==> config.mk <==
export PLATFORM = sky130hd
export DESIGN_NAME = dcc_ctrl
export DESIGN_NICKNAME = d
export VERILOG_FILES = /design/src/design/dcc_ofs.v /design/src/design/dcc_avg.v /design/src/design/dcc_ctrl.v
export VERILOG_INCLUDE_DIRS = /design/src /design/src/design
export SDC_FILE = /design/constraint.sdc
export NUM_CORES = 1
export LEC_CHECK = 0
export BUFFER_PORTS_ARGS = -buffer_cell sky130_fd_sc_hd__clkbuf_2
export CELL_PAD_IN_SITES_DETAIL_PLACEMENT = 2
export CELL_PAD_IN_SITES_GLOBAL_PLACEMENT = 2
export CORE_ASPECT_RATIO = 0.6
export CORE_UTILIZATION = 39
export CTS_CLUSTER_DIAMETER = 50
export DETAILED_ROUTE_END_ITERATION = 8
export PLACE_DENSITY_LB_ADDON = 0.1
export SYNTH_ARGS = -nofsm -noshare
export SYNTH_HDL_FRONTEND = slang
export SYNTH_SLANG_ARGS = --single-unit
export TNS_END_PERCENT = 100
==> constraint.sdc <==
create_clock -name CLK_I -period 11.05 [get_ports CLK_I]
set_input_delay 1.105 -clock CLK_I [delete_from_list [all_inputs] [get_ports CLK_I]]
set_output_delay 1.105 -clock CLK_I [all_outputs]
set_load 0.02 [all_outputs]
==> src/design/dcc_defs.vh <==
// dcc_defs.vh: register map, command characters and field limits
// Assumes inclusion by every file of the command controller except the averager.
`ifndef DCC_DEFS_VH
`define DCC_DEFS_VH
// APB byte offsets
`define DCC_A_CMD 8'h00
`define DCC_A_STAT 8'h04
`define DCC_A_CFG 8'h08
`define DCC_A_IO 8'h0C
`define DCC_A_RES 8'h10
// Command word fields
`define DCC_F_CHR 7:0
`define DCC_F_ARG 23:8
`define DCC_F_NIB 3:0
`define DCC_F_CHAN 2:0
`define DCC_F_RATE 10:0
`define DCC_F_HI16 23:8
// Status bits
`define DCC_S_BUSY 0
`define DCC_S_STBY 1
`define DCC_S_REF 2
`define DCC_S_SKIP 3
`define DCC_S_RANGE 4
`define DCC_S_RES 5
`define DCC_S_UWAIT 6
`define DCC_S_AWAIT 7
// Command characters
`define DCC_C_AVG 8'h41
`define DCC_C_STBY 8'h42
`define DCC_C_CHAN 8'h43
`define DCC_C_DIN 8'h44
`define DCC_C_EXT 8'h45
`define DCC_C_FS 8'h46
`define DCC_C_GAIN 8'h47
`define DCC_C_OFS 8'h4F
`define DCC_C_POL 8'h50
`define DCC_C_RATE 8'h52
`define DCC_C_SYS 8'h53
`define DCC_C_FILT 8'h54
`define DCC_C_DOUT 8'h55
`define DCC_C_CONV 8'h56
`define DCC_C_WORD 8'h57
`define DCC_C_PLUS 8'h2B
`define DCC_C_MINUS 8'h2D
`define DCC_C_ENTER 8'h0D
// Settings and limits
`define DCC_G1 3'h0
`define DCC_CH_FS 3'h6
`define DCC_CH_ZERO 3'h7
`define DCC_CH_RST 3'h0
`define DCC_RATE_MIN 16'h000A
`define DCC_RATE_MAX 16'h0403
`define DCC_RATE_RST 11'h00A
`define DCC_EXP_MAX 4'hF
`define DCC_FLT_400 2'h0
`define DCC_FLT_4 2'h2
`define DCC_ZERO_BI 25'h0800000
`define DCC_FS_MAX 24'hFFFFFF
`define DCC_OFS_LIM 25'h00CCCCC
`define DCC_OFS_NEG 25'h1F33334
`endif

==> src/design/dcc_ofs.v <==
// dcc_ofs.v: offset correction of raw converter codes, registered
// Assumes a 25-bit signed offset held steady between calibrations.
`timescale 1ns/1ps
`include "dcc_defs.vh"
module dcc_ofs (
  // Clock and reset
  input wire clk_i,
  input wire rstn_i,
  // Raw sample in
  input wire valid_i,
  input wire [23:0] raw_i,
  input wire [24:0] ofs_i,
  // Corrected sample out
  output reg valid_o,
  output reg [23:0] data_o
);
  ////////////////////////////////////////////////////////////////
  // One extra bit of headroom so both saturation ends are visible
  wire [25:0] diff = {2'h0, raw_i} - {ofs_i[24], ofs_i};

  // Saturate into the unsigned 24-bit count range
  always @(posedge clk_i) begin
    if (!rstn_i) begin
      valid_o <= 1'h0;
      data_o <= 24'h000000;
    end else begin
      valid_o <= valid_i;
      if (valid_i) begin
        if (diff[25])
          data_o <= 24'h000000;
        else if (diff[24])
          data_o <= `DCC_FS_MAX;
        else
          data_o <= diff[23:0];
      end
    end
  end
endmodule // dcc_ofs

==> src/design/dcc_avg.v <==
// dcc_avg.v: power-of-two block averager, one result per group
// Assumes exp_i is stable for the whole group; clr_i starts a new one.
`timescale 1ns/1ps
module dcc_avg #(
  parameter W = 24,
  parameter EW = 4
) (
  // Clock and reset
  input wire clk_i,
  input wire rstn_i,
  // Samples in
  input wire clr_i,
  input wire valid_i,
  input wire [W-1:0] data_i,
  input wire [EW-1:0] exp_i,
  // Results out
  output reg ack_o,
  output reg done_o,
  output reg [W-1:0] avg_o
);
  ////////////////////////////////////////////////////////////////
  localparam CW = (1 << EW);
  localparam AW = W + CW - 1;
  reg [AW-1:0] acc;
  reg [CW-1:0] cnt;
  wire [CW-1:0] one = {{(CW-1){1'h0}}, 1'h1};
  wire [AW-1:0] sum = acc + {{(CW-1){1'h0}}, data_i};
  wire [CW-1:0] lim = (one << exp_i) - one;
  wire [AW-1:0] shf = sum >> exp_i;

  // Accumulate; the wide sum never overflows at the largest group
  always @(posedge clk_i) begin
    if (!rstn_i) begin
      acc <= {AW{1'h0}};
      cnt <= {CW{1'h0}};
      ack_o <= 1'h0;
      done_o <= 1'h0;
      avg_o <= {W{1'h0}};
    end else begin
      ack_o <= 1'h0;
      done_o <= 1'h0;
      if (clr_i) begin
        acc <= {AW{1'h0}};
        cnt <= {CW{1'h0}};
      end else if (valid_i) begin
        ack_o <= 1'h1;
        if (cnt == lim) begin
          avg_o <= shf[W-1:0];
          done_o <= 1'h1;
          acc <= {AW{1'h0}};
          cnt <= {CW{1'h0}};
        end else begin
          acc <= sum;
          cnt <= cnt + one;
        end
      end
    end
  end
endmodule // dcc_avg

==> src/design/dcc_ctrl.v <==
// dcc_ctrl.v: command interpreter of a 24-bit acquisition unit
// Assumes an APB master on CLK_I and a converter that answers every
// start or full-scale request with one ADC_DONE_I pulse.
//
// Design decisions made here: the address map and the APB slave port.
`timescale 1ns/1ps
`include "dcc_defs.vh"
module dcc_ctrl #(
  parameter [15:0] SETTLE_CYC = 16'h03E8
) (
  // Clock and reset
  input wire CLK_I,
  input wire RESETN_I,
  // APB slave
  input wire PSEL_I,
  input wire PENABLE_I,
  input wire PWRITE_I,
  input wire [7:0] PADDR_I,
  input wire [31:0] PWDATA_I,
  output reg [31:0] PRDATA_O,
  output wire PREADY_O,
  output wire PSLVERR_O,
  // Digital lines
  input wire [7:0] DIN_I,
  output reg [7:0] DOUT_O,
  output wire [3:0] ISO_O,
  output wire [3:0] ISO_OE_O,
  // Converter control
  output reg [2:0] ADC_GAIN_O,
  output reg ADC_WORD16_O,
  output reg [10:0] ADC_RATE_O,
  output reg ADC_BIPOLAR_O,
  output reg [1:0] ADC_FILTER_O,
  output reg [2:0] ADC_CHAN_O,
  output reg ADC_STANDBY_O,
  output reg ADC_START_O,
  output reg ADC_FSCAL_O,
  // Converter answer
  input wire ADC_DONE_I,
  input wire [23:0] ADC_DATA_I
);
  ////////////////////////////////////////////////////////////////
  localparam ST_IDLE = 5'h01;
  localparam ST_SETTLE = 5'h02;
  localparam ST_CONV = 5'h04;
  localparam ST_AVG = 5'h08;
  localparam ST_FSCAL = 5'h10;

  reg [4:0] state;
  reg [2:0] gain;
  reg word16;
  reg bipolar;
  reg [1:0] filter;
  reg [2:0] chan;
  reg [2:0] chan_save;
  reg [3:0] avg_exp;
  reg [3:0] avg_pend;
  reg [10:0] rate;
  reg stby;
  reg [3:0] isolated_code_value;
  reg [7:0] din_last;
  reg u_wait;
  reg a_wait;
  reg sys;
  reg ofs_mode;
  reg avg_clr;
  reg [15:0] settle_cnt;
  reg refused;
  reg skipped;
  reg range_err;
  reg res_rdy;
  reg [23:0] result;
  reg [24:0] offset;
  wire cor_v;
  wire [23:0] cor_d;
  wire avg_ack;
  wire avg_done;
  wire [23:0] avg_d;

  ////////////////////////////////////////////////////////////////
  // APB decode; zero wait states, so every access ends in one cycle
  wire acc_ph = PSEL_I & PENABLE_I;
  wire wr = acc_ph & PWRITE_I;
  wire mapped = (PADDR_I == `DCC_A_CMD) | (PADDR_I == `DCC_A_STAT) |
    (PADDR_I == `DCC_A_CFG) | (PADDR_I == `DCC_A_IO) |
    (PADDR_I == `DCC_A_RES);
  wire cmd_wr = wr & (PADDR_I == `DCC_A_CMD);
  wire stat_wr = wr & (PADDR_I == `DCC_A_STAT);
  wire res_rd = acc_ph & ~PWRITE_I & (PADDR_I == `DCC_A_RES);
  wire [7:0] chr = PWDATA_I[`DCC_F_CHR];
  wire [15:0] arg = PWDATA_I[`DCC_F_ARG];
  wire busy = (state != ST_IDLE);
  wire conv_act = (state == ST_CONV) | (state == ST_AVG) |
    (state == ST_FSCAL);
  assign PREADY_O = 1'h1;
  assign PSLVERR_O = acc_ph & ~mapped;

  // Open-drain style: only the enable moves, the level is always low
  assign ISO_O = 4'h0;
  assign ISO_OE_O = isolated_code_value;

  ////////////////////////////////////////////////////////////////
  // Gain argument must be one of the eight powers of two
  function [3:0] g_dec;
    input [15:0] a;
    begin
      case (a)
        16'h0001: g_dec = {1'h1, 3'h0};
        16'h0002: g_dec = {1'h1, 3'h1};
        16'h0004: g_dec = {1'h1, 3'h2};
        16'h0008: g_dec = {1'h1, 3'h3};
        16'h0010: g_dec = {1'h1, 3'h4};
        16'h0020: g_dec = {1'h1, 3'h5};
        16'h0040: g_dec = {1'h1, 3'h6};
        16'h0080: g_dec = {1'h1, 3'h7};
        default: g_dec = 4'h0;
      endcase
    end
  endfunction
  wire [3:0] g_res = g_dec(arg);

  // Offset relative to the zero code of the present polarity
  wire [24:0] zero_code = bipolar ? `DCC_ZERO_BI : 25'h0000000;
  wire signed [24:0] ofs_raw = {1'h0, ADC_DATA_I} - zero_code;
  wire ofs_hi = ofs_raw > $signed(`DCC_OFS_LIM);
  wire ofs_lo = ofs_raw < $signed(`DCC_OFS_NEG);
  wire [24:0] ofs_clip = ofs_hi ? `DCC_OFS_LIM :
    (ofs_lo ? `DCC_OFS_NEG : ofs_raw);
  wire raw_v = ADC_DONE_I & (state == ST_CONV) & ~ofs_mode;

  ////////////////////////////////////////////////////////////////
  // Sample path: correction then block averaging
  dcc_ofs u_ofs (
    .clk_i(CLK_I),
    .rstn_i(RESETN_I),
    .valid_i(raw_v),
    .raw_i(ADC_DATA_I),
    .ofs_i(offset),
    .valid_o(cor_v),
    .data_o(cor_d)
  );

  dcc_avg #(.W(24), .EW(4)) u_avg (
    .clk_i(CLK_I),
    .rstn_i(RESETN_I),
    .clr_i(avg_clr),
    .valid_i(cor_v),
    .data_i(cor_d),
    .exp_i(avg_exp),
    .ack_o(avg_ack),
    .done_o(avg_done),
    .avg_o(avg_d)
  );

  ////////////////////////////////////////////////////////////////
  // Command interpreter and sequencer
  always @(posedge CLK_I) begin
    if (!RESETN_I) begin
      state <= ST_IDLE;
      gain <= `DCC_G1;
      word16 <= 1'h0;
      bipolar <= 1'h1;
      filter <= `DCC_FLT_400;
      chan <= `DCC_CH_RST;
      chan_save <= `DCC_CH_RST;
      avg_exp <= 4'h0;
      avg_pend <= 4'h0;
      rate <= `DCC_RATE_RST;
      stby <= 1'h0;
      isolated_code_value <= 4'h0;
      din_last <= 8'h00;
      DOUT_O <= 8'h00;
      u_wait <= 1'h0;
      a_wait <= 1'h0;
      sys <= 1'h0;
      ofs_mode <= 1'h0;
      avg_clr <= 1'h0;
      settle_cnt <= 16'h0000;
      refused <= 1'h0;
      skipped <= 1'h0;
      range_err <= 1'h0;
      res_rdy <= 1'h0;
      result <= 24'h000000;
      offset <= 25'h0000000;
      ADC_START_O <= 1'h0;
      ADC_FSCAL_O <= 1'h0;
    end else begin
      ADC_START_O <= 1'h0;
      ADC_FSCAL_O <= 1'h0;
      avg_clr <= 1'h0;
      // Write-one-to-clear first so a same-cycle set below wins
      if (stat_wr) begin
        refused <= refused & ~PWDATA_I[`DCC_S_REF];
        skipped <= skipped & ~PWDATA_I[`DCC_S_SKIP];
        range_err <= range_err & ~PWDATA_I[`DCC_S_RANGE];
      end
      if (res_rd)
        res_rdy <= 1'h0;
      if (cmd_wr && busy)
        refused <= 1'h1;
      case (state)
        ST_IDLE: begin
          if (cmd_wr) begin
            if (u_wait) begin
              DOUT_O <= chr;
              u_wait <= 1'h0;
            end else if (a_wait) begin
              case (chr)
                `DCC_C_PLUS: begin
                  if (avg_pend != `DCC_EXP_MAX)
                    avg_pend <= avg_pend + 4'h1;
                end
                `DCC_C_MINUS: begin
                  if (avg_pend != 4'h0)
                    avg_pend <= avg_pend - 4'h1;
                end
                `DCC_C_ENTER: begin
                  avg_exp <= avg_pend;
                  a_wait <= 1'h0;
                end
                default: begin
                  a_wait <= 1'h0;
                  refused <= 1'h1;
                end
              endcase
            end else begin
              case (chr)
                `DCC_C_DIN: din_last <= DIN_I;
                `DCC_C_EXT: isolated_code_value <= arg[`DCC_F_NIB];
                `DCC_C_DOUT: u_wait <= 1'h1;
                `DCC_C_GAIN: begin
                  if (g_res[3])
                    gain <= g_res[2:0];
                  else
                    refused <= 1'h1;
                end
                `DCC_C_WORD: word16 <= ~word16;
                `DCC_C_RATE: begin
                  if (arg >= `DCC_RATE_MIN && arg <= `DCC_RATE_MAX)
                    rate <= arg[`DCC_F_RATE];
                  else
                    refused <= 1'h1;
                end
                `DCC_C_POL: bipolar <= ~bipolar;
                `DCC_C_AVG: begin
                  a_wait <= 1'h1;
                  avg_pend <= avg_exp;
                end
                `DCC_C_FILT: begin
                  if (filter == `DCC_FLT_4)
                    filter <= `DCC_FLT_400;
                  else
                    filter <= filter + 2'h1;
                end
                `DCC_C_STBY: stby <= ~stby;
                `DCC_C_CHAN: chan <= arg[`DCC_F_CHAN];
                `DCC_C_CONV: begin
                  if (stby) begin
                    refused <= 1'h1;
                  end else begin
                    avg_clr <= 1'h1;
                    ofs_mode <= 1'h0;
                    sys <= 1'h0;
                    ADC_START_O <= 1'h1;
                    state <= ST_CONV;
                  end
                end
                `DCC_C_OFS: begin
                  if (stby) begin
                    refused <= 1'h1;
                  end else begin
                    ofs_mode <= 1'h1;
                    sys <= 1'h0;
                    ADC_START_O <= 1'h1;
                    state <= ST_CONV;
                  end
                end
                `DCC_C_FS: begin
                  if (stby) begin
                    refused <= 1'h1;
                  end else begin
                    sys <= 1'h0;
                    ADC_FSCAL_O <= 1'h1;
                    state <= ST_FSCAL;
                  end
                end
                `DCC_C_SYS: begin
                  if (stby) begin
                    refused <= 1'h1;
                  end else if (gain != `DCC_G1) begin
                    skipped <= 1'h1;
                  end else begin
                    sys <= 1'h1;
                    ofs_mode <= 1'h1;
                    chan_save <= chan;
                    chan <= `DCC_CH_ZERO;
                    settle_cnt <= SETTLE_CYC;
                    state <= ST_SETTLE;
                  end
                end
                default: refused <= 1'h1;
              endcase
            end
          end
        end
        // Channel settling before a calibration step
        ST_SETTLE: begin
          if (settle_cnt == 16'h0000) begin
            if (ofs_mode) begin
              ADC_START_O <= 1'h1;
              state <= ST_CONV;
            end else begin
              ADC_FSCAL_O <= 1'h1;
              state <= ST_FSCAL;
            end
          end else begin
            settle_cnt <= settle_cnt - 16'h0001;
          end
        end
        ST_CONV: begin
          if (ADC_DONE_I) begin
            if (ofs_mode) begin
              offset <= ofs_clip;
              if (ofs_hi || ofs_lo)
                range_err <= 1'h1;
              ofs_mode <= 1'h0;
              if (sys) begin
                chan <= `DCC_CH_FS;
                settle_cnt <= SETTLE_CYC;
                state <= ST_SETTLE;
              end else begin
                state <= ST_IDLE;
              end
            end else begin
              state <= ST_AVG;
            end
          end
        end
        // One report per group, otherwise start the next conversion
        ST_AVG: begin
          if (avg_ack) begin
            if (avg_done) begin
              if (word16)
                result <= {8'h00, avg_d[`DCC_F_HI16]};
              else
                result <= avg_d;
              res_rdy <= 1'h1;
              state <= ST_IDLE;
            end else begin
              ADC_START_O <= 1'h1;
              state <= ST_CONV;
            end
          end
        end
        ST_FSCAL: begin
          if (ADC_DONE_I) begin
            if (sys) begin
              chan <= chan_save;
              sys <= 1'h0;
            end
            state <= ST_IDLE;
          end
        end
        default: state <= ST_IDLE;
      endcase
    end
  end

  ////////////////////////////////////////////////////////////////
  // Converter settings only move while no conversion is running
  always @(posedge CLK_I) begin
    if (!RESETN_I) begin
      ADC_GAIN_O <= `DCC_G1;
      ADC_WORD16_O <= 1'h0;
      ADC_RATE_O <= `DCC_RATE_RST;
      ADC_BIPOLAR_O <= 1'h1;
      ADC_FILTER_O <= `DCC_FLT_400;
      ADC_CHAN_O <= `DCC_CH_RST;
      ADC_STANDBY_O <= 1'h0;
    end else if (!conv_act) begin
      ADC_GAIN_O <= gain;
      ADC_WORD16_O <= word16;
      ADC_RATE_O <= rate;
      ADC_BIPOLAR_O <= bipolar;
      ADC_FILTER_O <= filter;
      ADC_CHAN_O <= chan;
      ADC_STANDBY_O <= stby;
    end
  end

  ////////////////////////////////////////////////////////////////
  // Read data captured in the setup phase, presented in access
  always @(posedge CLK_I) begin
    if (!RESETN_I) begin
      PRDATA_O <= 32'h00000000;
    end else if (PSEL_I && !PENABLE_I && !PWRITE_I) begin
      case (PADDR_I)
        `DCC_A_STAT: PRDATA_O <= {24'h000000, a_wait, u_wait, res_rdy,
          range_err, skipped, refused, stby, busy};
        `DCC_A_CFG: PRDATA_O <= {7'h00, rate, avg_exp, chan, filter,
          bipolar, word16, gain};
        `DCC_A_IO: PRDATA_O <= {8'h00, DOUT_O, 4'h0,
          isolated_code_value, din_last};
        `DCC_A_RES: PRDATA_O <= {8'h00, result};
        default: PRDATA_O <= 32'h00000000;
      endcase
    end
  end
endmodule // dcc_ctrl

==> metrics.cfg, run 1 <==
[detailed_routing]
detail_route.wirelength_microns=78300
wire_per_inst_microns=25.4
dr.pass1.iters=6
drt_first_iter_violations=1383
antenna_violating_nets_post_route=0
drc_errors=0
detailroute.via_count=19000
route.detailed.vias_per_inst=6.18

[synthesis]
synth_edf_count=0
synth_cells=2388
synth_cell_types=105
yosysSeqAreaShare_pct=31.3
async_flop_share_pct=0
ys_seq_elements=287
netlist_area_sq_um=18300
synth_area_per_cell_sq_um=7.68
synth_ff_type=dfxtp_1
yosys_warnings=0

[grt]
initial_antenna_violation_count=1
grt_pass1_wl_microns=119000
global_route.usage.total_pct=32.1
first_global_vias=19800
grt_remaining_overflow=0
grt_start_max_net_pins=117

[critical_path]
crit_path_arrival_time_ns=5.56
cp.required_ns=11.53
kind_of_end_point_of_the_critical_path=flip-flop
sort_of_element_at_the_start_of_the_critical_path=flip-flop
timing_worst_setup_path_type=reg2reg
timing.reg2reg.setup_slack_ns=5.96
crit_fanout=16

[final_layout]
post_route_cells_drive_above_1_share_pct=11.3
layout-area-overhead-vs-synth_pct=11.8
fill_cells=5334
seqCellArea_sq_um=5750
post-route-cell-area_sq_um=20500
num_antenna_cells=0
finish.cell_count_without_fillers=3082
multi_input_comb_area_sq_um=11700
design.final.nets=2563

[floorplanning]
top_level_ports=152
die-area_sq_um=47900
initial_core_utilization_pct=39.6
floorplan.core_area_sq_um=46300
die_width_microns=282
dieHeight_microns=170
fp-row-count=61

[placed_design]
portBuffers=131
placed_wire_length_estimate_microns=57300
routabilityCongestion=0.924
placed_cells=3018
post_dp_cell_area_sq_um=19300

[sta]
fin_crit_ns=5.09
timing.final.hold_violations=0
clock.fmax_ghz=0.197
post_route_fraction_of_the_period_consumed_by_the_critical_path_pct=46.0
setup-tns-final_ns=0
setup-violations-final=0
finClkSkew_ns=0.0229
unrepaired_setup_endpoints_after_global_routing=false
slew-limit-headroom_pct=13.0
hold_slack_ns=0.452
timing.final.max_slew_violations=0
tightest_slew_ns=1.30

[pwr]
power.density_cell_area_nw_per_um2=117
vdd.ir_drop.worst_uv=82.3
static-leakage-power_nw=7.70

[clocking]
cts_inserted_buffers=37
cts_hold_bufs=0
cts_sinks=287
cts_tree=yes
clk_root_buffer_cell=clkbuf_16
h-tree-depth=2
postCtsSetupRepairBufs=0
worst_skew_pair.late_latency_ns=0.55
cts_resized=0
ctsLongestPathBuffers=3
path_clk_slew_ns=0.06

[worst_hold_path]
hold_class=reg2reg

[run]
max_cap_viol_count=0

[status]
result_of_the_run=finished clean

## state kept, by name (all words and copies together), names as in the netlist, 3 cells and up
name,count
ADC_CHAN_O,3
ADC_GAIN_O,3
settle_cnt,16
din_last,8
PRDATA_O,25
gain,3
ADC_RATE_O,11
u_avg.cnt,16
u_avg.avg_o,24
offset,25
result,24
rate,11
ISO_OE_O,4
u_avg.acc,39
chan_save,3
DOUT_O,8
avg_exp,4
state,5
u_ofs.data_o,24
chan,3
avg_pend,4
## routing by layer
| layer | vias up | global-route usage, % | part of all wire, % |
|---|---|---|---|
| li1 | 8657 | - | - |
| met5 | - | 0 | 0 |
| met1 | 9702 | 47.0 | 49 |
| met2 | 578 | 48.6 | 43 |
| met4 | 0 | 6.64 | 1.8 |
| met3 | 96 | 5.81 | 6.8 |
## path summary, 6_finish.rpt
| kind | from | to | cells after the start |
|---|---|---|---|
| setup / recovery | avg_exp[0] | u_avg.avg_o[16] | 15 |
| hold reg to reg | offset[9] | offset[9] | 2 |
| setup reg to reg | avg_exp[0] | u_avg.avg_o[16] | 15 |
| hold / removal | offset[9] | offset[9] | 2 |
## kinds of logic after synthesis
logic type	after synthesis	share of synthesized area [%]
AND/OR/NAND/NOR	932	23.6
AO/OA/AOI/OAI	655	23.7
XOR/XNOR	90	4.30
buffers and inverters	240	5.32
multiplexers	124	7.54
adder cells (fa/ha/maj)	58	4.08
other	2	0.0410
flip-flops	287	31.3
## layout make-up
| cell class | instances | area share [%] |
|---|---|---|
| Inverter | 74 | 1.38 |
| Clock buffer | 49 | 5.09 |
| Multi-Input combinational cell | 1871 | 56.9 |
| Clock inverter | 15 | 0.617 |
| Tap cell | 630 | 3.85 |
| Sequential cell | 287 | 28.0 |
| Timing Repair Buffer | 156 | 4.11 |
## report_power, final
part	switching, mW	internal, mW
combinational	0.106	0.0433
clock	0.533	0.677
sequential	0.00127	1.04
total	0.640	1.76
## cell usage after synthesis, drive strengths merged, types with 7 or more instances
master / number / area [sq um]
o31ai: 9 / 72.6
xnor2: 48 / 420
o21a: 16 / 120
a21o: 26 / 195
or3: 17 / 116
mux4: 10 / 225
nor3b: 10 / 97.6
xor2: 42 / 368
nand2b: 18 / 113
mux2i: 102 / 1020
mux2: 12 / 135
and3: 25 / 156
o21bai: 25 / 188
o22ai: 10 / 62.6
nand4: 14 / 87.6
or2: 11 / 68.8
dfxtp: 287 / 5750
nand3b: 22 / 165
nor4: 17 / 119
ha: 55 / 688
a221oi: 26 / 240
and2: 19 / 119
nor2: 315 / 1180
nor3: 81 / 427
a21oi: 225 / 1130
nand2: 273 / 1020
or4: 10 / 78.8
o211ai: 31 / 233
inv: 72 / 270
o2111ai: 7 / 61.3
buf: 38 / 216
nor2b: 12 / 75.1
a22oi: 18 / 135
nand3: 75 / 375
clkbuf: 128 / 480
a31oi: 12 / 75.1
a211oi: 62 / 478
o21ai: 93 / 465
a211o: 8 / 71.3
## through the flow
| step | util (%) | power, mW | setup WS [ns] |
|---|---|---|---|
| 2_1_floorplan | - | 1.15 | 7.19 |
| 3_3_place_gp | 41.7 | 1.20 | 6.20 |
| 3_5_place_dp | 41.7 | 1.20 | 6.05 |
| 4_1_cts | 44.2 | 2.41 | 6.15 |
| 5_1_grt | 44.2 | 2.46 | 5.66 |
| 6_report | 44.2 | 2.40 | 5.96 |
## worst max-delay path: stages, from the launching register on
cell,delay (ns)
dfxtp_1,0.35
clkinv_1,0.10
nor2_1,0.84
nand2_1,0.15
ha_1,0.43
nor3_1,0.30
mux2i_1,0.12
a2bb2oi_1,0.17
xnor2_1,0.18
nor3_1,0.30
and3_1,0.63
nand3_1,0.51
inv_1,0.48
a21oi_1,0.09
a21o_1,0.18
nor3_1,0.16
## cell usage in the layout, fill, tap and decap left out, types with 11 or more instances in the layout
master     Yosys  layout
a211oi_1      61      61
a21o_1        26      26
a21oi_1      225     225
a221oi_1      24      24
a22oi_1       18      18
a31oi_1       12      12
and2_1        15      15
and3_1        25      25
buf_4         14      25
clkbuf_16      0      39
clkbuf_2       0     131
conb_1         2      12
dfxtp_1      287     285
ha_1          55      55
inv_1         71      70
mux2_2        12      12
mux2i_1      102     102
nand2_1      273     273
nand2b_1      18      18
nand3_1       75      75
nand3b_1      22      22
nand4_1       14      14
nor2_1       315     315
nor2b_1       12      12
nor3_1        78      75
nor4_1        15      15
o211ai_1      31      31
o21a_1        16      16
o21ai_0       82      82
o21ai_1       11      11
o21bai_1      25      25
or3_1         15      15
xnor2_1       48      48
xor2_1        42      42
Power figures use the tool's default switching activity.
==> run 2, diff against run 1 <==
--- a/config.mk
+++ b/config.mk
@@ -10,7 +10,7 @@
 export CELL_PAD_IN_SITES_DETAIL_PLACEMENT = 2
 export CELL_PAD_IN_SITES_GLOBAL_PLACEMENT = 2
 export CORE_ASPECT_RATIO = 0.6
-export CORE_UTILIZATION = 39
+export CORE_UTILIZATION = 36
 export CTS_CLUSTER_DIAMETER = 50
 export DETAILED_ROUTE_END_ITERATION = 8
 export PLACE_DENSITY_LB_ADDON = 0.1
==> constraint.sdc (replaced) <==
create_clock -name CLK_I -period 5.3 [get_ports CLK_I]
set_input_delay 0.53 -clock CLK_I [delete_from_list [all_inputs] [get_ports CLK_I]]
set_output_delay 0.53 -clock CLK_I [all_outputs]
set_load 0.02 [all_outputs]
==> metrics.cfg, run 2 (same netlist as run 1, synthesis figures left out) <==
[status]
result_of_the_run=finished clean

[floorplanning]
die_width_microns=293
top_level_ports=152
die-area_sq_um=51900
initial_core_utilization_pct=36.8
fp-row-count=63
floorplan.core_area_sq_um=49800
dieHeight_microns=177

[clocking]
path_clk_slew_ns=0.07
cts_inserted_buffers=39
clk_root_buffer_cell=clkbuf_16
h-tree-depth=2
worst_skew_pair.late_latency_ns=0.54
cts_sinks=287
cts_hold_bufs=0
cts_tree=yes
postCtsSetupRepairBufs=0
cts_resized=0
ctsLongestPathBuffers=3

[sta]
finClkSkew_ns=0.0254
fin_crit_ns=4.68
slew-limit-headroom_pct=15.6
hold_slack_ns=0.232
clock.fmax_ghz=0.214
unrepaired_setup_endpoints_after_global_routing=false
timing.final.max_slew_violations=0
setup-violations-final=0
tightest_slew_ns=1.26
timing.final.hold_violations=0
setup-tns-final_ns=0
post_route_fraction_of_the_period_consumed_by_the_critical_path_pct=88.2

[grt]
global_route.usage.total_pct=29.7
grt_remaining_overflow=0
first_global_vias=19700
grt_start_max_net_pins=132
initial_antenna_violation_count=1
grt_pass1_wl_microns=120000

[placed_design]
placed_wire_length_estimate_microns=58100
portBuffers=131
routabilityCongestion=0.916

[final_layout]
largest-register=u_avg.acc
biggestRegsByFlops=u_avg.acc (39), PRDATA_O (25), offset (25)
num_antenna_cells=0
layout-area-overhead-vs-synth_pct=13.0
largest_reg_flops=39
layout.cells.most_common_list=315 x nor2_1, 285 x dfxtp_1, 273 x nand2_1
layout_commonest_cell=nor2_1
fill_cells=5730
post_route_cells_drive_above_1_share_pct=11.8
design.final.nets=2571

[detailed_routing]
drt_first_iter_violations=1290
detailroute.via_count=19000
detail_route.wirelength_microns=78200
drc_errors=0
dr.pass1.iters=5
antenna_violating_nets_post_route=0
route.detailed.vias_per_inst=6.04
wire_per_inst_microns=24.9

[pwr]
vdd.ir_drop.worst_uv=204
static-leakage-power_nw=7.78
power.density_cell_area_nw_per_um2=250

[critical_path]
crit_fanout=16
crit_path_arrival_time_ns=5.09
kind_of_end_point_of_the_critical_path=flip-flop
cp.required_ns=5.71
timing_worst_setup_path_type=reg2reg
sort_of_element_at_the_start_of_the_critical_path=flip-flop

[run]
max_cap_viol_count=0

[worst_hold_path]
hold_class=in2reg

==> run 2: changes by cell type in the layout (fill, tap and decap cells not counted) <==
cell / delta
bufinv_16: +3
buf_4: +6
clkinvlp_4: +1
clkinv_4: +3
clkbuf_1: -5
clkinv_2: -1
inv_8: +1
clkbuf_8: +2
inv_6: -3
==> run 2: power breakdown <==
part	switching [mW]	total, mW	internal, mW
combinational	0.216	0.308	0.0916
clock	1.13	2.72	1.59
sequential	0.00314	2.16	2.16
total	1.35	5.19	3.84
==> run 2: layout make-up <==
type	count	area, sq um	area share, %
Clock buffer	46	1050	5.08
Clock inverter	19	230	1.11
Inverter	74	283	1.36
Multi-Input combinational cell	1871	11700	56.3
Sequential cell	287	5750	27.7
Tap cell	682	853	4.12
Timing Repair Buffer	162	888	4.29
==> run 2: through the flow <==
| step | worst slack, ns | power [mW] | utilization, % | area [sq um] | cells |
|---|---|---|---|---|---|
| after detailed placement | 0.815 | 2.51 | 39.0 | 19400 | 3076 |
| after CTS | 0.748 | 5.23 | 41.6 | 20700 | 3141 |
| final | 0.623 | 5.19 | 41.6 | 20700 | 3141 |
| after global placement | 1.00 | 2.51 | 39.0 | 19400 | 3076 |
| after global routing | 0.391 | 5.34 | 41.6 | 20700 | 3141 |
| after floorplan | 1.44 | 2.40 | - | 18400 | 2398 |
==> run 2: worst paths after layout <==
kind,start,endpoint,slack (ns),cells past startpoint
max,avg_exp[0],u_avg.avg_o[20],0.62,14
min,DIN_I[1],din_last[1],0.23,3
max reg2reg,avg_exp[0],u_avg.avg_o[20],0.62,14
min reg2reg,offset[5],offset[5],0.46,2
==> run 2: routing by layer <==
layer,part of all wire (%),GRT usage [%],up-vias
li1,-,-,8675
met1,50,43.7,9727
met2,43,45.4,446
met3,5.6,4.56,108
met4,1.9,6.42,0
met5,0,0,-
==> run 2: worst max-delay path: stages (launching register included) <==
cell	delay, ns
dfxtp_1	0.33
clkinv_1	0.08
nor2_1	0.72
nand2_1	0.13
ha_1	0.41
nor3_1	0.30
mux2i_1	0.14
a2bb2oi_1	0.17
xnor2_1	0.16
nor3_1	0.30
and3_1	0.48
nand3b_1	0.46
or4_1	0.60
o211ai_1	0.15
nor3_1	0.10
==> run 3, diff against run 2 <==
--- a/config.mk
+++ b/config.mk
@@ -9,10 +9,11 @@
 export BUFFER_PORTS_ARGS = -buffer_cell sky130_fd_sc_hd__clkbuf_2
 export CELL_PAD_IN_SITES_DETAIL_PLACEMENT = 2
 export CELL_PAD_IN_SITES_GLOBAL_PLACEMENT = 2
-export CORE_ASPECT_RATIO = 0.6
+export CORE_ASPECT_RATIO = 0.8
 export CORE_UTILIZATION = 36
 export CTS_CLUSTER_DIAMETER = 50
 export DETAILED_ROUTE_END_ITERATION = 8
+export GPL_ROUTABILITY_DRIVEN = 0
 export PLACE_DENSITY_LB_ADDON = 0.1
 export SYNTH_ARGS = -nofsm -noshare
 export SYNTH_HDL_FRONTEND = slang
==> metrics.cfg, run 3 (same netlist as run 1, synthesis figures left out) <==
[pwr]
p_sw_mw=1.40
portion_of_total_power_attributed_to_sequential_cells_pct=40.3
power_frac_comb_pct=5.7
p_clk_share_pct=53.9
vdd.ir_drop.worst_uv=161
power.density_cell_area_nw_per_um2=258
power_switching_share_pct=26.0
static-leakage-power_nw=7.84
power.internal_mw=3.97

[sta]
finClkSkew_ns=0.0188
setup-violations-final=0
slew-limit-headroom_pct=17.7
hold_slack_ns=0.224
timing.final.max_slew_violations=0
clock.fmax_ghz=0.214
setup-tns-final_ns=0
tightest_slew_ns=1.23
unrepaired_setup_endpoints_after_global_routing=false
fin_crit_ns=4.67
timing.final.hold_violations=0
post_route_fraction_of_the_period_consumed_by_the_critical_path_pct=88.0

[grt]
grt_remaining_overflow=0
grt_pass1_wl_microns=114000
initial_antenna_violation_count=1
first_global_vias=19200
grt_start_max_net_pins=101
global_route.usage.total_pct=28.0

[detailed_routing]
dr.pass1.iters=5
detailroute.via_count=18400
drt_first_iter_violations=996
detail_route.wirelength_microns=73100
route.detailed.vias_per_inst=5.87
drc_errors=0
wire_per_inst_microns=23.2
antenna_violating_nets_post_route=0

[clocking]
cts_tree=yes
postCtsSetupRepairBufs=0
worst_skew_pair.late_latency_ns=0.57
path_clk_slew_ns=0.06
h-tree-depth=2
cts_hold_bufs=0
ctsLongestPathBuffers=3
cts_resized=0
cts_sinks=287
clk_root_buffer_cell=clkbuf_16
cts_inserted_buffers=41

[placed_design]
placed_wire_length_estimate_microns=53500
portBuffers=131
post_dp_cell_area_sq_um=19400

[worst_hold_path]
worstHoldStart=DIN_I[7]
cell_depth_of_the_worst_hold_path=3
hold_end=din_last[7]
hold_class=in2reg

[critical_path]
reg2reg_from=avg_exp[0]
crit_fanout=16
timing.reg2reg.setup_slack_ns=0.63
sort_of_element_at_the_start_of_the_critical_path=flip-flop
kind_of_end_point_of_the_critical_path=flip-flop
crit-reg2reg-capture=u_avg.avg_o[16]
worstRegToRegCells=16
cp.required_ns=5.79
timing_worst_setup_path_type=reg2reg
crit_path_arrival_time_ns=5.16

[final_layout]
largest_reg_flops=39
post_route_cells_drive_above_1_share_pct=12.1
layout_commonest_cell=nor2_1
seqCellArea_sq_um=5750
multi_input_comb_area_sq_um=11700
biggestRegsByFlops=u_avg.acc (39), PRDATA_O (25), offset (25)
layout-area-overhead-vs-synth_pct=13.7
largest-register=u_avg.acc
fill_cells=5762
post-route-cell-area_sq_um=20800
design.final.nets=2572
layout.cells.most_common_list=315 x nor2_1, 285 x dfxtp_1, 273 x nand2_1

[floorplanning]
fp-row-count=73
dieHeight_microns=204
top_level_ports=152
die-area_sq_um=51800
die_width_microns=254
initial_core_utilization_pct=36.7
floorplan.core_area_sq_um=50000

[run]
max_cap_viol_count=0

[status]
result_of_the_run=finished clean

[run 3: cell types whose count changed in the layout (fill, tap and decap cells not counted), sizes merged]
cell and delta:
clkinv +7, buf -1, bufinv +1, clkbuf +1, diode +1, inv +1
[run 3: cell type report]
cell class	count	share of cell area, %
inverters	74	1.36
flip-flops and latches	287	27.6
clock buffers	47	5.28
clock inverters	28	1.51
well taps	675	4.05
multi-input cells	1871	56.0
repair buffers	161	4.23
diodes	1	0.0120
[run 3: critical path, cell delays in order, from the launching register on]
cell and delay (ns):
dfxtp_1 0.34, clkinv_1 0.09, nor2_1 0.77, nand2_1 0.14, ha_1 0.43, nor3_1 0.29, mux2i_1 0.12, a2bb2oi_1 0.19
xnor2_1 0.18, nor3_1 0.33, and3_1 0.23, buf_4 0.19, nand3_1 0.36, inv_1 0.48, a21oi_1 0.10, a21o_1 0.18
nor3_1 0.17
[run 3: metal layers]
metal,up-vias,GRT usage (%),wire length [microns]
met5,-,0,0
met4,0,6.35,1250
met3,78,3.46,3180
met2,351,43.9,32500
met1,9322,40.5,36200
li1,8690,-,-
[run 3: power groups by stage]
stage	combinational [mW]	sequential (mW)	clock, mW
2_1_floorplan	0.185	2.22	0
6_report	0.308	2.16	2.90
3_3_place_gp	0.295	2.21	0
5_1_grt	0.334	2.16	3.06
3_5_place_dp	0.303	2.21	0
4_1_cts	0.306	2.16	2.96
[run 3: how the worst max path moves through the flow]
stage                from  cells after the start               to
4_1_cts        avg_exp[0]                     16  u_avg.avg_o[16]
3_5_place_dp   avg_exp[0]                     16  u_avg.avg_o[16]
6_report       avg_exp[0]                     16  u_avg.avg_o[16]
5_1_grt        avg_exp[0]                     16  u_avg.avg_o[16]
3_3_place_gp   avg_exp[0]                     16  u_avg.avg_o[16]
2_1_floorplan  avg_exp[1]                     18  u_avg.avg_o[20]
[run 3: per-stage QoR]
| stage | setup WS [ns] | utilization [%] | instances | total power [mW] |
|---|---|---|---|---|
| 2_1_floorplan | 1.44 | - | 2398 | 2.40 |
| 3_3_place_gp | 0.860 | 38.9 | 3068 | 2.51 |
| 3_5_place_dp | 0.742 | 38.9 | 3068 | 2.51 |
| 4_1_cts | 0.712 | 41.7 | 3143 | 5.44 |
| 5_1_grt | 0.326 | 41.7 | 3143 | 5.56 |
| 6_report | 0.634 | 41.7 | 3144 | 5.37 |
